**src/core/lcd_ctrl_pkg.sv**
```systemverilog
package lcd_ctrl_pkg;
    // register indexes written to the index register
    localparam logic [4:0] IDX_DRIVER_OUT = 5'h01;
    localparam logic [4:0] IDX_WAVEFORM = 5'h02;
    localparam logic [4:0] IDX_POWER = 5'h03;
    localparam logic [4:0] IDX_CONTRAST = 5'h04;
    localparam logic [4:0] IDX_ENTRY = 5'h05;
    localparam logic [4:0] IDX_ROTATION = 5'h06;
    localparam logic [4:0] IDX_DISPLAY = 5'h07;
    localparam logic [4:0] IDX_DH_POS = 5'h09;
    localparam logic [4:0] IDX_ADDR_SET = 5'h11;
    localparam logic [4:0] IDX_RAM_DATA = 5'h12;
    localparam logic [4:0] IDX_OSC_START = 5'h00;
    // field positions
    localparam int WAVE_PATTERN_BIT = 6;
    localparam int WAVE_XOR_BIT = 5;
    localparam int DRV_CENTER_BIT = 6;
    localparam int DRV_REVERSE_BIT = 9;
    localparam int PWR_SLEEP_BIT = 1;
    localparam int PWR_STANDBY_BIT = 0;
    localparam int ENTRY_SIGN_BIT = 4;
    localparam int DISP_DH_BIT = 3;
    localparam int DISP_ON_BIT = 0;
    // geometry
    localparam int NUM_ROWS = 128;
    localparam int CENTER_ROTATE = 32;
    localparam int ADDR_W = 11;
    localparam int WORDS_PER_ROW = 16;
    localparam logic [15:0] RESET_ZERO = 16'h0000;
    localparam logic [6:0] ROW_LAST = 7'h7f;
    // cycles per raster row of the internal scan
    localparam int ROW_CYCLES = 8;

    typedef struct packed {
        logic patternC;
        logic xorAlternate;
        logic [4:0] alternateRowCount;
    } wave_cfg_t;

    typedef struct packed {
        logic [2:0] biasRatioSelect;
        logic [1:0] boostFactor;
        logic [1:0] boosterClockDivide;
        logic [1:0] opampCurrentLevel;
        logic sleepEnable;
        logic standbyHalt;
    } power_cfg_t;

    typedef struct packed {
        logic stepUp;
        logic [1:0] addressUpdateDir;
        logic [1:0] writeLogicOp;
        logic [2:0] writeRotateAmount;
    } write_cfg_t;
endpackage

```
**src/core/lcd_drive_control_registers.sv**
```systemverilog
`timescale 1ns/100ps
module lcd_drive_control_registers #(
    parameter int DW = 16
) (
    // clock and reset
    input wire logic clk,
    input wire logic rst_b,
    // host write port (strobe already synchronous to clk)
    input wire logic hostWrite,
    input wire logic regSelect,
    input wire logic [DW-1:0] hostData,
    // scan position from the timing generator
    input wire logic [6:0] scanRow,
    // drive outputs
    output logic drivePolarity,
    output logic [6:0] comLine,
    output logic [2:0] biasDenomMinus4,
    output logic [1:0] boostFactor,
    output logic boosterClockEnable,
    output logic [1:0] opampCurrentLevel,
    output logic analogRun,
    output logic oscillatorRun,
    output logic displayRun,
    output logic [5:0] contrastStep,
    output logic [8:0] resistanceTwentieths,
    output logic [1:0] fixedRowsSelect,
    output logic rowIsFixed,
    output logic doubleHeightActive,
    output logic [10:0] addressCounter
);
    // the rotate and combine functions are written for 16-bit words
    if (DW != 16) begin : gWidthCheck
        $error("only 16-bit words are served");
    end

    logic rstMeta_q, rstSync_q;
    always_ff @(posedge clk or negedge rst_b) begin
        if (!rst_b) begin
            rstMeta_q <= 1'b0;
            rstSync_q <= 1'b0;
        end else begin
            rstMeta_q <= 1'b1;
            rstSync_q <= rstMeta_q;
        end
    end
    wire resetN = rstSync_q;

    logic [4:0] index_q;
    logic [6:0] driverCfg_q;
    lcd_ctrl_pkg::wave_cfg_t wave_q;
    lcd_ctrl_pkg::power_cfg_t power_q;
    logic [5:0] contrast_q;
    lcd_ctrl_pkg::write_cfg_t wcfg_q;
    logic [5:0] display_q;
    logic [6:0] dhStart_q, dhEnd_q;
    logic [10:0] ac_q, acWr_q;
    logic pendWrite_q;
    logic [15:0] pendWord_q;

    wire inStandby = power_q.standbyHalt;
    wire inSleep = power_q.sleepEnable;
    wire locked = inStandby | inSleep;
    // index then data
    // standby freezes the index, so every data word lands in power control
    wire idxWrite = hostWrite & ~regSelect & ~inStandby;
    wire dataWrite = hostWrite & regSelect;
    wire powerWrite = dataWrite & (index_q == lcd_ctrl_pkg::IDX_POWER);
    wire otherWrite = dataWrite & ~locked;
    wire ramWrite = otherWrite & (index_q == lcd_ctrl_pkg::IDX_RAM_DATA);
    wire addrSetWrite = otherWrite & (index_q == lcd_ctrl_pkg::IDX_ADDR_SET);

    always_ff @(posedge clk or negedge resetN) begin
        if (!resetN) begin
            index_q <= 5'h00;
        end else if (idxWrite) begin
            index_q <= hostData[4:0];
        end
    end

    always_ff @(posedge clk or negedge resetN) begin
        if (!resetN) begin
            driverCfg_q <= 7'h00;
            wave_q <= '0;
            contrast_q <= 6'h00;
            wcfg_q <= 8'h80;
            display_q <= 6'h00;
            dhStart_q <= 7'h00;
            dhEnd_q <= 7'h00;
        end else if (otherWrite) begin
            unique case (index_q)
                lcd_ctrl_pkg::IDX_DRIVER_OUT: driverCfg_q <= {hostData[9], hostData[6], hostData[4:0]};
                lcd_ctrl_pkg::IDX_WAVEFORM: wave_q <= hostData[6:0];
                lcd_ctrl_pkg::IDX_CONTRAST: contrast_q <= hostData[5:0];
                lcd_ctrl_pkg::IDX_ENTRY: wcfg_q[7:3] <= hostData[4:0];
                lcd_ctrl_pkg::IDX_ROTATION: wcfg_q[2:0] <= hostData[2:0];
                lcd_ctrl_pkg::IDX_DISPLAY: display_q <= hostData[5:0];
                lcd_ctrl_pkg::IDX_DH_POS: begin
                    dhStart_q <= hostData[6:0];
                    dhEnd_q <= hostData[14:8];
                end
                default: ;
            endcase
        end
    end

    always_ff @(posedge clk or negedge resetN) begin
        if (!resetN) begin
            power_q <= '0;
        end else if (powerWrite) begin
            power_q <= {hostData[12:8], hostData[5:0]};
        end
    end

    // write datapath
    wire [15:0] ramRead;
    // a doubled word turns the rotate into a plain shift
    function automatic logic [15:0] rotl2(input logic [15:0] w, input logic [2:0] n);
        logic [31:0] dbl;
        dbl = {w, w} << {n, 1'b0};
        return dbl[31:16];
    endfunction
    function automatic logic [15:0] logicOp(input logic [15:0] a, input logic [15:0] b, input logic [1:0] op);
        logic [15:0] r;
        r = a;
        unique case (op)
            2'b00: r = a;
            2'b01: r = a | b;
            2'b10: r = a & b;
            2'b11: r = a ^ b;
        endcase
        return r;
    endfunction
    wire [15:0] rotated = rotl2(hostData, wcfg_q.writeRotateAmount);

    function automatic logic [10:0] nextAddr(input logic [10:0] a, input lcd_ctrl_pkg::write_cfg_t c);
        logic [10:0] s;
        s = a;
        unique case (c.addressUpdateDir)
            2'b01: s = c.stepUp ? a + 11'h010 : a - 11'h010;
            2'b10: s = c.stepUp ? (a[0] ? a + 11'h00f : a + 11'h001) : (a[0] ? a - 11'h001 : a - 11'h00f);
            default: s = c.stepUp ? a + 11'h001 : a - 11'h001;
        endcase
        return s;
    endfunction

    // read first cycle, combine and store next cycle
    // the address moves at the write edge; the store lands one edge later
    always_ff @(posedge clk or negedge resetN) begin
        if (!resetN) begin
            ac_q <= 11'h000;
            acWr_q <= 11'h000;
            pendWrite_q <= 1'b0;
            pendWord_q <= lcd_ctrl_pkg::RESET_ZERO;
        end else begin
            pendWrite_q <= ramWrite;
            if (ramWrite) begin
                pendWord_q <= rotated;
                acWr_q <= ac_q;
                ac_q <= nextAddr(ac_q, wcfg_q);
            end else if (addrSetWrite) begin
                ac_q <= hostData[10:0];
            end
        end
    end
    wire [15:0] storeWord = logicOp(pendWord_q, ramRead, wcfg_q.writeLogicOp);

    bitmap_ram #(.AW(lcd_ctrl_pkg::ADDR_W), .DW(16)) ramInst (
        .clk(clk),
        .wrEn(pendWrite_q),
        .wrAddr(acWr_q),
        .wrData(storeWord),
        .rdAddr(ac_q),
        .rdData(ramRead)
    );
    // the read latch samples ac_q at the write edge, so back-to-back writes each read their own cell

    // row timing and frame toggles
    // counters hold while sleep or standby halts the display
    logic [6:0] prevRow_q;
    logic frameOdd_q, groupOdd_q;
    logic [4:0] groupCnt_q;
    wire newRow = scanRow != prevRow_q;
    wire newFrame = newRow & (scanRow == 7'h00);
    always_ff @(posedge clk or negedge resetN) begin
        if (!resetN) begin
            prevRow_q <= 7'h00;
            frameOdd_q <= 1'b0;
            groupOdd_q <= 1'b0;
            groupCnt_q <= 5'h00;
        end else if (displayRun) begin
            prevRow_q <= scanRow;
            if (newFrame) begin
                frameOdd_q <= ~frameOdd_q;
            end
            if (newRow) begin
                // at or past the count, so a count lowered mid-group cannot wrap
                if (groupCnt_q >= wave_q.alternateRowCount) begin
                    groupCnt_q <= 5'h00;
                    groupOdd_q <= ~groupOdd_q;
                end else begin
                    groupCnt_q <= groupCnt_q + 5'h01;
                end
            end
        end
    end
    wire cPolarity = wave_q.xorAlternate ? (groupOdd_q ^ frameOdd_q) : groupOdd_q;

    logic [4:0] div_q;
    always_ff @(posedge clk or negedge resetN) begin
        if (!resetN) begin
            div_q <= 5'h00;
        end else if (oscillatorRun) begin
            div_q <= div_q + 5'h01;
        end
    end
    logic boostTick;
    always_comb begin
        unique case (power_q.boosterClockDivide)
            2'b00: boostTick = div_q == 5'h1f;
            2'b01: boostTick = div_q[3:0] == 4'hf;
            2'b10: boostTick = div_q[2:0] == 3'h7;
            2'b11: boostTick = div_q[1:0] == 2'h3;
        endcase
    end

    wire centerOn = driverCfg_q[5];
    wire scanReverse = driverCfg_q[6];
    wire [6:0] rotRow = centerOn ? 7'(scanRow + 7'(lcd_ctrl_pkg::CENTER_ROTATE * 3)) : scanRow;
    // reversed and centred, the first pin sits one line below the centre point and counts down
    wire [6:0] centerRev = 7'(7'(lcd_ctrl_pkg::CENTER_ROTATE * 3 - 1) - scanRow);
    wire [6:0] plainRev = 7'(lcd_ctrl_pkg::ROW_LAST - scanRow);
    wire [6:0] mapped = scanReverse ? (centerOn ? centerRev : plainRev) : rotRow;

    wire [6:0] fixedLimit = {2'b00, fixedRowsSelect, 3'b000};
    wire dhWindow = display_q[lcd_ctrl_pkg::DISP_DH_BIT] & (scanRow >= dhStart_q) & (scanRow <= dhEnd_q);

    always_ff @(posedge clk or negedge resetN) begin
        if (!resetN) begin
            drivePolarity <= 1'b0;
            comLine <= 7'h00;
            boosterClockEnable <= 1'b0;
            rowIsFixed <= 1'b0;
            doubleHeightActive <= 1'b0;
        end else begin
            drivePolarity <= wave_q.patternC ? cPolarity : frameOdd_q;
            comLine <= mapped;
            boosterClockEnable <= boostTick & analogRun;
            rowIsFixed <= scanRow < fixedLimit;
            doubleHeightActive <= dhWindow;
        end
    end

    assign biasDenomMinus4 = 3'(3'h7 - power_q.biasRatioSelect);
    assign boostFactor = power_q.boostFactor;
    assign opampCurrentLevel = power_q.opampCurrentLevel;
    assign analogRun = (power_q.opampCurrentLevel != 2'b00) & ~inStandby;
    assign contrastStep = contrast_q;
    assign resistanceTwentieths = 9'(9'd64 - {3'b000, contrast_q});
    assign oscillatorRun = ~inStandby;
    assign displayRun = ~locked;
    assign fixedRowsSelect = display_q[5:4];
    assign addressCounter = ac_q;
endmodule // lcd_drive_control_registers

```
**src/core/bitmap_ram.sv**
```systemverilog
`timescale 1ns/100ps
module bitmap_ram #(
    parameter int AW = 11,
    parameter int DW = 16
) (
    // clock
    input wire logic clk,
    // write port
    input wire logic wrEn,
    input wire logic [AW-1:0] wrAddr,
    input wire logic [DW-1:0] wrData,
    // read port
    input wire logic [AW-1:0] rdAddr,
    output logic [DW-1:0] rdData
);
    logic [DW-1:0] mem [0:(1<<AW)-1];

    always_ff @(posedge clk) begin
        if (wrEn) begin
            mem[wrAddr] <= wrData;
        end
        rdData <= mem[rdAddr];
    end
endmodule // bitmap_ram

```
**config.mk**
```make
export PLATFORM = sky130hd
export DESIGN_NAME = lcd_drive_control_registers
export DESIGN_NICKNAME = d
export VERILOG_FILES = /design/src/core/lcd_ctrl_pkg.sv /design/src/core/lcd_drive_control_registers.sv /design/src/core/bitmap_ram.sv
export SDC_FILE = /design/constraint.sdc
export NUM_CORES = 1
export LEC_CHECK = 0
export CAP_MARGIN = 20
export CELL_PAD_IN_SITES_DETAIL_PLACEMENT = 0
export CELL_PAD_IN_SITES_GLOBAL_PLACEMENT = 1
export CORE_ASPECT_RATIO = 0.5
export CORE_MARGIN = 4
export CORE_UTILIZATION = 50
export DETAILED_ROUTE_END_ITERATION = 12
export DONT_BUFFER_PORTS = 1
export PLACE_DENSITY = 0.86
export REMOVE_ABC_BUFFERS = 1
export SETUP_SLACK_MARGIN = 0.05
export SLEW_MARGIN = 20
export SYNTH_ARGS = -nofsm -noshare
export SYNTH_HDL_FRONTEND = slang
export SYNTH_SLANG_ARGS = --single-unit
```
**constraint.sdc**
```tcl
create_clock -name clk -period 3.3 [get_ports clk]
set_input_delay 0.33 -clock clk [delete_from_list [all_inputs] [get_ports clk]]
set_output_delay 0.33 -clock clk [all_outputs]
set_load 0.02 [all_outputs]
```
After elaboration in Yosys (flattened, before gate mapping):

Index checks and enable logic that the tools add are counted.

* $add $sub $neg: 13
* $lt $le $gt $ge: 4
* equality and inequality tests: 19
* mux-type cells: 15
* bitwise operators: 19
* reductions and logical operators: 13

Operators with widths (number)
* 11-bit two-way mux: 7
* 11-bit case mux with 2 select lines: 1
* 7-bit two-way mux: 3
* 2-bit AND reduction: 8
* 5-bit by 3-bit == test with 1-bit output, second input constant: 3
* 5-bit == test, second input constant: 3
* 7-bit subtractor, first input constant: 2
* 1-bit AND: 12
* 11-bit by 1-bit adder with 11-bit output, second input constant: 1
* 11-bit by 4-bit adder with 11-bit output, second input constant: 1
* 11-bit by 5-bit adder with 11-bit output, second input constant: 1
* 11-bit by 1-bit subtractor with 11-bit output, second input constant: 1
* 11-bit by 4-bit subtractor with 11-bit output, second input constant: 1
* 11-bit by 5-bit subtractor with 11-bit output, second input constant: 1
* 5-bit by 1-bit adder with 5-bit output, second input constant: 2
* 5-bit by 2-bit == test with 1-bit output, second input constant: 2
* 2-bit == test, second input constant: 4
* 7-bit by 6-bit subtractor with 8-bit output, first input constant: 1
* 7-bit adder, second input constant: 1
* 7-bit greater-or-equal comparator: 1
* 7-bit less-or-equal comparator: 1
* 7-bit logical NOT: 1
* 7-bit by 5-bit < comparator with 1-bit output: 1
* 7-bit != test: 1
* 16 further kinds: 23

* register bits: 102
* input port bits: 27
* output and inout port bits: 49
* word-level logic and storage cells: 113

Depth between registers and ports, before layout:

Gate-level depths: netlist of run 1.

* depth in word-level cells: 6
* mapped depth: 9
* mapped depth without buffers: 8

Least setup slack after synthesis of run 1:

Ideal clock, no wire load.

* path type: flip-flop to flip-flop
* start: reg ac_q[0] (netlist: addressCounter[0])
* end: reg ac_q[10] (netlist: addressCounter[10])
* arrival: 2342 ps
* required time: 3171 ps
* setup slack: 829 ps
* cell stages (with the launch flop): 10
* buffers on the path: 1
* clock period less this slack: 2471 ps
* path through: dfrtp_1 buf_2 inv_1 ha_1 or4b_4 or2_4 o41ai_4 xor2_1 a221oi_1 a21oi_2

* word-level cells in the longest chain between the ends: 5
* elaborated cells between the ends (all ways): 13
* classes of those cells: add/sub: 6; mux: 7

Ends and longest elaborated chain
* start: declaration: RTL line lcd_drive_control_registers.sv:56 `logic [10:0] ac_q, acWr_q;`
* start signal: assignment: RTL line lcd_drive_control_registers.sv:159 `ac_q <= nextAddr(ac_q, wcfg_q);`
* start signal: assignment: RTL line lcd_drive_control_registers.sv:161 `ac_q <= hostData[10:0];`
* 11-bit by 4-bit subtractor with 11-bit output (tied with other cells): RTL line lcd_drive_control_registers.sv:140 `2'b10: s = c.stepUp ? (a[0] ? a + 11'h00f : a + 11'h001) : (a[0] ? a - 11'h001 : a - 11'h00f);`
* 11-bit two-way mux (2 in a row): RTL line lcd_drive_control_registers.sv:140
* 11-bit case mux with 2 select lines *: RTL line lcd_drive_control_registers.sv:138 `unique case (c.addressUpdateDir)`
* 11-bit two-way mux *: RTL line lcd_drive_control_registers.sv:156 `if (ramWrite) begin`

Mark *: on every way between the ends. The rest lies on a longest branch, timed or not.
A chain may end at the register's enable or synchronous reset.

Worst setup path in the final report of run 1:

* start: reg wcfg_q[7] (netlist name)
* end: reg ac_q[10] (netlist: addressCounter[10])

* word-level cells in the longest chain between the ends: 3
* elaborated cells between the ends (all ways): 5
* classes of those cells: mux: 5

Ends and longest elaborated chain
* start: declaration: RTL line lcd_drive_control_registers.sv:53 `lcd_ctrl_pkg::write_cfg_t wcfg_q;`
* 11-bit two-way mux (on tied branches): RTL line lcd_drive_control_registers.sv:141, lcd_drive_control_registers.sv:139, lcd_drive_control_registers.sv:140
* 11-bit case mux with 2 select lines *: RTL line lcd_drive_control_registers.sv:138
* 11-bit two-way mux *: RTL line lcd_drive_control_registers.sv:156

Marked as above.

==> results_dict.tcl, run 1 <==
set metrics [dict create \
    overflow 0 \
    ant_nets 0 \
    rows 26 \
    holdWs_ps 59.4 \
    clkTransAtPathRegs_ps 70 \
    startpoint_type "register" \
    whs_path_depth 1 \
    r2r_cells 8 \
    dpl.hpwl_um 8740 \
    die_w_um 156 \
    finalSetupViolCount 0 \
    clock_sinks 94 \
    synthTopCellsByCount "93 x dfrtp_1, 51 x nand2_1, 46 x o21ai_0, 42 x inv_1, 40 x mux2_2" \
    power_frac_seq 0.413 \
    grt_setup_unrepaired "false" \
    slew_violations 0 \
    finalCritPeriodShare 0.831 \
    tns_ps 0 \
    finalPower_uw 5910 \
    areaGrowthSynthToFinish_pct 6.95 \
    p_int_uw 3360 \
    grt_pass1_wl_um 19800 \
    antenna_found_initial 0 \
    worstPathCellList "inv_1 > ha_1 > nor2b_1 > o31a_1 > o21ai_0 > a21oi_1 > or3b_2 > a21oi_2" \
    drt-total-wl_um 12000 \
    dr.pass1.iters 4 \
    seqCellArea_um2 2360 \
    synth.avg_cell_area_um2 9.95 \
    peakVddDrop_mv 0.324 \
    maxCapViolCount 0 \
    worst_path_max_delay_cell "dfstp_2" \
    io_buffer_count 0 \
    powerDensity_nw_per_um2 1000 \
    switching_share 0.432 \
    pwr-share-clk 0.183 \
    clockBufferDepth 2 \
    ys.flop_type "dfrtp_1" \
    hold_viol 0 \
    post_drt_wl_per_cell_um 17.5 \
    syn_area_um2 5510 \
    yosysWarningCount 0 \
    first_global_vias 3807 \
    synth.distinct_cells 63 \
    start_util 0.526 \
    io_pins 76 \
    timing.critical_path.buf_inv 1 \
    nFillCells 910 \
    tightestPinTransition_ps 824 \
    h-tree-depth 3 \
    core_area_um2 10500 \
    cts_inserted_buffers 9 \
    hp-class "input port to register" \
    drc 0 \
    synthArstFlopShare 1.00 \
    die_h_um 82.2 \
    grt_util_met3 0.0479 \
    synth.top_cell.area_share 0.422 \
    maxSlewHeadroom 0.451 \
    busiest_layer "met2" \
    grt_start_max_net_pins 65 \
    p_sw_uw 2550 \
    slowest_delay_ps 750 \
    synth_edf_count 0 \
    num_vias 3865 \
    grt_use_met1 0.269 \
    drive_above_1_share 0.137 \
    crit_required_ps 3580 \
    multi_input_area_um2 2830 \
    crit_family "flip-flops" \
    grt_usage 0.196 \
    period_needed_ps 2740 \
    use_met2 0.317 \
    n_antenna_cell 0 \
    insertion_delay_ps 350 \
    yosys-top-cells-area "dfrtp_1 42%, mux2_2 8.2%, ha_1 7.9%" \
    worst-setup-path-type "register to register" \
    cp_max_fo 17 \
    cts_root_buf "clkbuf_16" \
    arrival_ps 3020 \
    yosys.area.top_type "dfrtp_1" \
    utilization 0.563 \
    finClkSkew_ps 6.59 \
    dieArea_um2 12900 \
    layout.nets 605 \
    synth_most_common_cell "dfrtp_1" \
    max_freq_ghz 0.365 \
    initialDrtViolationCount 233 \
    syn_inst 554 \
    viasPerCell 5.63 \
    status "finished, final reports clean" \
    p_leak_uw 0.00266 \
    place_congestion 0.800 \
    cp.depth 8 \
    synth_seq_cells 94 \
    cts_tree "built" \
    seq_area_frac_synth 0.427 \
    critPathCaptureType "register" \
    p_comb_frac 0.404 \
]
-- layout make-up --
cell class / instances / share of cell area
repair buffers: 8 / 0.0106
multi-input cells: 387 / 0.480
flip-flops and latches: 94 / 0.400
clock inverters: 6 / 0.0125
clock buffers: 10 / 0.0405
well taps: 140 / 0.0297
inverters: 42 / 0.0267
-- through the flow --
step	setup slack, ps	std cells	cell area [µm²]
2_1_floorplan	490	523	5340
3_3_place_gp	620	670	5570
3_5_place_dp	587	670	5570
4_1_cts	571	687	5890
5_1_grt	370	687	5890
6_report	557	687	5890
-- registers in the layout, indices dropped and copies added, names as in the netlist, 2 cells and up --
name and flops:
opampCurrentLevel 2, driverCfg_q 2, div_q 5, groupCnt_q 5
power_q 5, prevRow_q 7, wave_q 7, display_q 3
comLine 7, dhEnd_q 7, index_q 5, boostFactor 2
contrastStep 6, dhStart_q 7, wcfg_q 3, addressCounter 11
-- kinds of logic (layout without fill, tap and decap cells) --
group                      Yosys count  in the layout  synth area share
DFF                                 94             94             0.427
buffers and inverters               74             66            0.0604
and+or+nand+nor                    147            147             0.138
xor gates and xnor gates            42             42            0.0667
other                                2              3           0.00136
muxes                               46             46            0.0926
AOI/OAI and AO/OA                  113            113             0.131
adders and majority gates           36             36            0.0831
-- layout by cell type (no fill, tap or decap), types with 7 or more instances in the layout --
cell type,count
o21ai_0,46
mux2_2,40
inv_1,42
xor2_1,20
nor3_1,11
buf_4,7
dfrtp_1,92
nand4_1,11
nor2_1,19
a21oi_1,18
clkbuf_16,9
nand2b_1,9
ha_1,35
nand3_1,10
nand2_1,51
xnor2_1,22
-- worst paths after layout --
path                                 start  slack [ps]            endpoint
worst min register to register   rstMeta_q         350              resetN
worst min-delay path            scanRow[2]          60          comLine[2]
min in group asynchronous            rst_b         210              resetN
worst max register to register   wcfg_q[7]         560  addressCounter[10]
max in group asynchronous           resetN        2140            div_q[1]
worst max-delay path             wcfg_q[7]         560  addressCounter[10]
-- timing repair --
action,CTS,global route
hold buffers,1,0
setup buffers,0,0
endpoints found under the hold margin,2,0
gates resized for setup,0,0
-- per-layer routing --
layer  part of all wire  up-vias
met3              0.055       13
met2               0.46       70
li1                   -     1915
met4              0.012        0
met1               0.48     1867
met5                  0        -
-- power groups by stage --
stage | logic [µW] | clock network, µW | registers [µW]
after detailed placement | 2380 | 0 | 2460
after floorplan | 1920 | 0 | 2340
after global placement | 2310 | 0 | 2450
after global routing | 2680 | 1160 | 2520
final | 2390 | 1080 | 2440
after CTS | 2400 | 1110 | 2440
Power figures use the tool's default switching activity.
==> run 2, diff against run 1 <==
==> constraint.sdc (replaced) <==
create_clock -name clk -period 2.8 [get_ports clk]
set_input_delay 0.28 -clock clk [delete_from_list [all_inputs] [get_ports clk]]
set_output_delay 0.28 -clock clk [all_outputs]
set_load 0.02 [all_outputs]
==> run 2 against run 1 <==
Compared with the run above: power increased by 17%; sequential share of layout area decreased by 0.44 points; clock skew about the same; clock power increased by 8%; worst hold slack got worse by 44 ps; final area increased by 1.1%; first-iteration DRC count decreased by 2.6%; sequential power increased by 12%; critical path type unchanged; largest power group is now combinational logic; highest routed layer unchanged.
==> results_dict.tcl, run 2 (same netlist as run 1, synthesis figures left out) <==
set metrics [dict create \
    cts_tree "built" \
    cp_max_fo 7 \
    drive_above_1_share 0.149 \
    clock_sinks 94 \
    tightestPinTransition_ps 788 \
    period_needed_ps 2420 \
    grt_start_max_net_pins 93 \
    num_vias 3929 \
    grt_usage 0.199 \
    insertion_delay_ps 340 \
    whs_path_depth 1 \
    dpl.hpwl_um 8620 \
    h-tree-depth 3 \
    arrival_ps 2640 \
    drc 0 \
    slew_violations 0 \
    critPathCaptureType "register" \
    io_buffer_count 0 \
    utilization 0.569 \
    ant_nets 0 \
    largest_register_ffs 11 \
    post_drt_wl_per_cell_um 17.1 \
    max_freq_ghz 0.414 \
    io_pins 76 \
    place_congestion 0.850 \
    p_leak_uw 0.00269 \
    fin_area_um2 5960 \
    viasPerCell 5.64 \
    overflow 0 \
    start_util 0.526 \
    clkTransAtPathRegs_ps 70 \
    place_area_um2 5640 \
    final_common_cell "dfrtp_1" \
    rows 26 \
    die_w_um 156 \
    finalSetupViolCount 0 \
    startpoint_type "register" \
    die_h_um 82.2 \
    grt_pass1_wl_um 20100 \
    crit_required_ps 3020 \
    status "finished, final reports clean" \
    slowest_delay_ps 520 \
    dr.pass1.iters 5 \
    r2r_cells 8 \
    drt-total-wl_um 11900 \
    layout.nets 615 \
    core_area_um2 10500 \
    worst-setup-path-type "register to register" \
    final_cell_mix "92 x dfrtp_1, 51 x nand2_1, 46 x o21ai_0" \
    antenna_found_initial 0 \
    powerDensity_nw_per_um2 1160 \
    worst_path_max_delay_cell "dfrtp_1" \
    maxSlewHeadroom 0.474 \
    first_global_vias 3926 \
    peakVddDrop_mv 0.384 \
    maxCapViolCount 0 \
    n_antenna_cell 0 \
    cts_inserted_buffers 9 \
    worstPathCellList "inv_1 > ha_1 > or4b_4 > or2_4 > o41ai_4 > xor2_1 > a221oi_1 > a21oi_2" \
    cts_root_buf "clkbuf_16" \
    hp-class "input port to register" \
    grt_setup_unrepaired "false" \
    areaGrowthSynthToFinish_pct 8.13 \
    initialDrtViolationCount 227 \
    postCtsResizedCells 0 \
    finClkSkew_ps 6.13 \
    dieArea_um2 12900 \
    finalCritPeriodShare 0.863 \
    hold_viol 0 \
    clockBufferDepth 2 \
]
==> run 2: cell type report <==
cell class / instances / area (µm²)
fill: 937 / 4520
sequential: 94 / 2360
clock buffer: 10 / 239
tap: 140 / 175
inverter: 42 / 158
multi-input combinational: 387 / 2830
timing repair buffer: 18 / 155
clock inverter: 6 / 46.3
==> run 2: what timing repair did <==
action,4_1_cts,5_1_grt
endpoints found under the hold margin,2,2
buffers inserted,0,0
hold buffers,1,2
==> run 2: routing by layer <==
layer	part of all wire	track usage	wire length, µm
met5	0	0	0
met4	0.014	0.0563	167
met3	0.053	0.0552	639
met2	0.46	0.315	5460
met1	0.48	0.272	5680
==> run 2: path summary, 6_finish.rpt <==
kind | start | to | slack, ps
hold reg to reg | rstMeta_q | resetN | 350
max in group asynchronous | resetN | wcfg_q[7] | 2050
setup / recovery | addressCounter[1] | addressCounter[10] | 380
setup reg to reg | addressCounter[1] | addressCounter[10] | 380
hold / removal | scanRow[2] | comLine[2] | 20
min in group asynchronous | rst_b | resetN | 160
==> run 2: metrics by stage <==
stage	TNS, ps	setup slack, ps	cells	hold WS [ps]	total power, µW
final	0	384	697	15.5	6910
after floorplan	-951	-10.5	523	-15.6	5020
after detailed placement	0	394	678	-15.5	5760
after CTS	0	376	695	0.983	6960
after global routing	0	202	697	1.36	7500
after global placement	0	413	678	-15.5	5660
==> run 2: power by group <==
group,switching (µW),internal [µW]
logic,1680,1320
clock network,540,631
registers,785,1950
==> run 2: worst max-delay path, delay by kind of cell, from the launching register on <==
kind,cells,cell delay (ps)
AO/OA/AOI/OAI,3,630
flip-flops,1,520
AND/OR/NAND/NOR,2,750
buffers and inverters,1,100
adder cells (fa/ha/maj),1,200
XOR/XNOR,1,100
==> run 3, diff against run 2 <==
--- a/config.mk
+++ b/config.mk
@@ -8,7 +8,6 @@
 export CAP_MARGIN = 20
 export CELL_PAD_IN_SITES_DETAIL_PLACEMENT = 0
 export CELL_PAD_IN_SITES_GLOBAL_PLACEMENT = 1
-export CORE_ASPECT_RATIO = 0.5
 export CORE_MARGIN = 4
 export CORE_UTILIZATION = 50
 export DETAILED_ROUTE_END_ITERATION = 12
==> run 3 against run 2 <==
Compared with the run above: clock-buffer cell count increased by 1; register-to-register slack got worse by 120 ps; worst hold slack improved by 6.8 ps; worst setup slack got worse by 120 ps; sequential power about the same; wire length increased by 4.3%; maximum frequency down 4.6%; clock power fell by 16%; die area fell by 0.79%; utilization is 2.0 points lower; via count grew 0.99%; critical path type unchanged; largest cell class unchanged.
==> results_dict.tcl, run 3 (same netlist as run 1, synthesis figures left out) <==
set metrics [dict create \
    status "finished, final reports clean" \
    postCtsResizedCells 0 \
    clockBufferDepth 2 \
    max_freq_ghz 0.395 \
    drc 0 \
    place_area_um2 5640 \
    dr.pass1.iters 5 \
    nFillCells 922 \
    crit_start "addressCounter[1]" \
    reg2reg_to "addressCounter[10]" \
    worst-setup-path-type "register to register" \
    largest_register_ffs 11 \
    rr_startpoint "addressCounter[1]" \
    start_util 0.511 \
    die_h_um 113 \
    cts_tree "built" \
    cts_root_buf "clkbuf_8" \
    slew_violations 0 \
    r2r_cells 8 \
    holdWs_ps 22.4 \
    clkTransAtPathRegs_ps 90 \
    die_w_um 113 \
    final_cell_mix "92 x dfrtp_1, 51 x nand2_1, 46 x o21ai_0" \
    num_vias 3968 \
    layout.nets 619 \
    cp.depth 8 \
    powerDensity_nw_per_um2 1140 \
    first_global_vias 4119 \
    endpoint "addressCounter[10]" \
    io_pins 76 \
    worstPathCellList "inv_1 > ha_1 > or4b_4 > or2_4 > o41ai_4 > xor2_1 > a221oi_1 > a21oi_2" \
    grt_setup_unrepaired "false" \
    dpl.hpwl_um 9130 \
    startpoint_type "register" \
    period_needed_ps 2530 \
    cts_inserted_buffers 9 \
    arrival_ps 2780 \
    timing.critical_path.buf_inv 1 \
    fin_area_um2 5930 \
    post_drt_wl_per_cell_um 17.8 \
    dp_cells 678 \
    p_leak_uw 0.00268 \
    finalPower_uw 6780 \
    maxCapViolCount 0 \
    peakVddDrop_mv 0.630 \
    viasPerCell 5.66 \
    place_congestion 0.841 \
    final_common_cell "dfrtp_1" \
    rows 38 \
    hp-class "input port to register" \
    overflow 0 \
    worst_path_max_delay_cell "dfrtp_1" \
    areaGrowthSynthToFinish_pct 7.54 \
    finClkSkew_ps 6.37 \
    hold_viol 0 \
    ant_nets 0 \
    grt_usage 0.206 \
    n_antenna_cell 0 \
    clock_sinks 94 \
    slowest_delay_ps 530 \
    grt_start_max_net_pins 63 \
    tightestPinTransition_ps 801 \
    critPathCaptureType "register" \
    insertion_delay_ps 370 \
    drt-total-wl_um 12500 \
    crit_family "simple AND/OR/NAND/NOR gates" \
    finalCritPeriodShare 0.904 \
    antenna_found_initial 0 \
    crit_required_ps 3040 \
    cp_max_fo 7 \
    drive_above_1_share 0.144 \
    maxSlewHeadroom 0.465 \
    dieArea_um2 12800 \
    io_buffer_count 0 \
    ff2ff_setup_slack_ps 270 \
    finalSetupViolCount 0 \
    fin_cells 701 \
    h-tree-depth 3 \
    grt_pass1_wl_um 20900 \
    initialDrtViolationCount 201 \
    core_area_um2 10800 \
]
## run 3: report_power, final
| group | leakage [µW] | switching [µW] | internal [µW] |
|---|---|---|---|
| Combinational | 0.00145 | 1680 | 1350 |
| Clock | 0.000104 | 472 | 505 |
| Sequential | 0.00112 | 818 | 1950 |
## run 3: area by class of cell
| cell class | instances | area, µm² | area share |
|---|---|---|---|
| clock buffer | 11 | 131 | 0.0222 |
| clock inverter | 5 | 81.3 | 0.0137 |
| inverter | 42 | 158 | 0.0266 |
| multi-input combinational | 387 | 2830 | 0.477 |
| sequential | 94 | 2360 | 0.398 |
| tap | 140 | 175 | 0.0296 |
| timing repair buffer | 22 | 195 | 0.0329 |
## run 3: metal layers
metal	GRT usage	routed length [µm]
met4	0.0577	181
met5	0	0
met3	0.0578	652
met1	0.260	5280
met2	0.347	6340
## run 3: how the worst min path moves through the flow
| stage | endpoint | slack (ps) | from | cells after the start |
|---|---|---|---|---|
| after floorplan | resetN | -20 | rst_b | 0 |
| after global placement | rstMeta_q | -20 | rst_b | 0 |
| after detailed placement | rstMeta_q | -20 | rst_b | 0 |
| after CTS | wcfg_q[7] | 8 | hostData[4] | 2 |
| after global routing | wcfg_q[7] | 5 | hostData[4] | 2 |
| final | wcfg_q[7] | 20 | hostData[4] | 2 |
## run 3: repair_timing
| action | in CTS | in global routing |
|---|---|---|
| hold buffers | 7 | 0 |
| setup buffers | 0 | 0 |
| hold endpoints to repair | 8 | 0 |
| endpoints found under the setup margin | 0 | 0 |
## run 3: metrics by stage
step	setup TNS (ps)	setup slack, ps	util
after global routing	0	129	0.549
after detailed placement	0	303	0.523
final	0	268	0.549
after global placement	0	341	0.523
after floorplan	-951	-10.5	-
after CTS	0	283	0.549
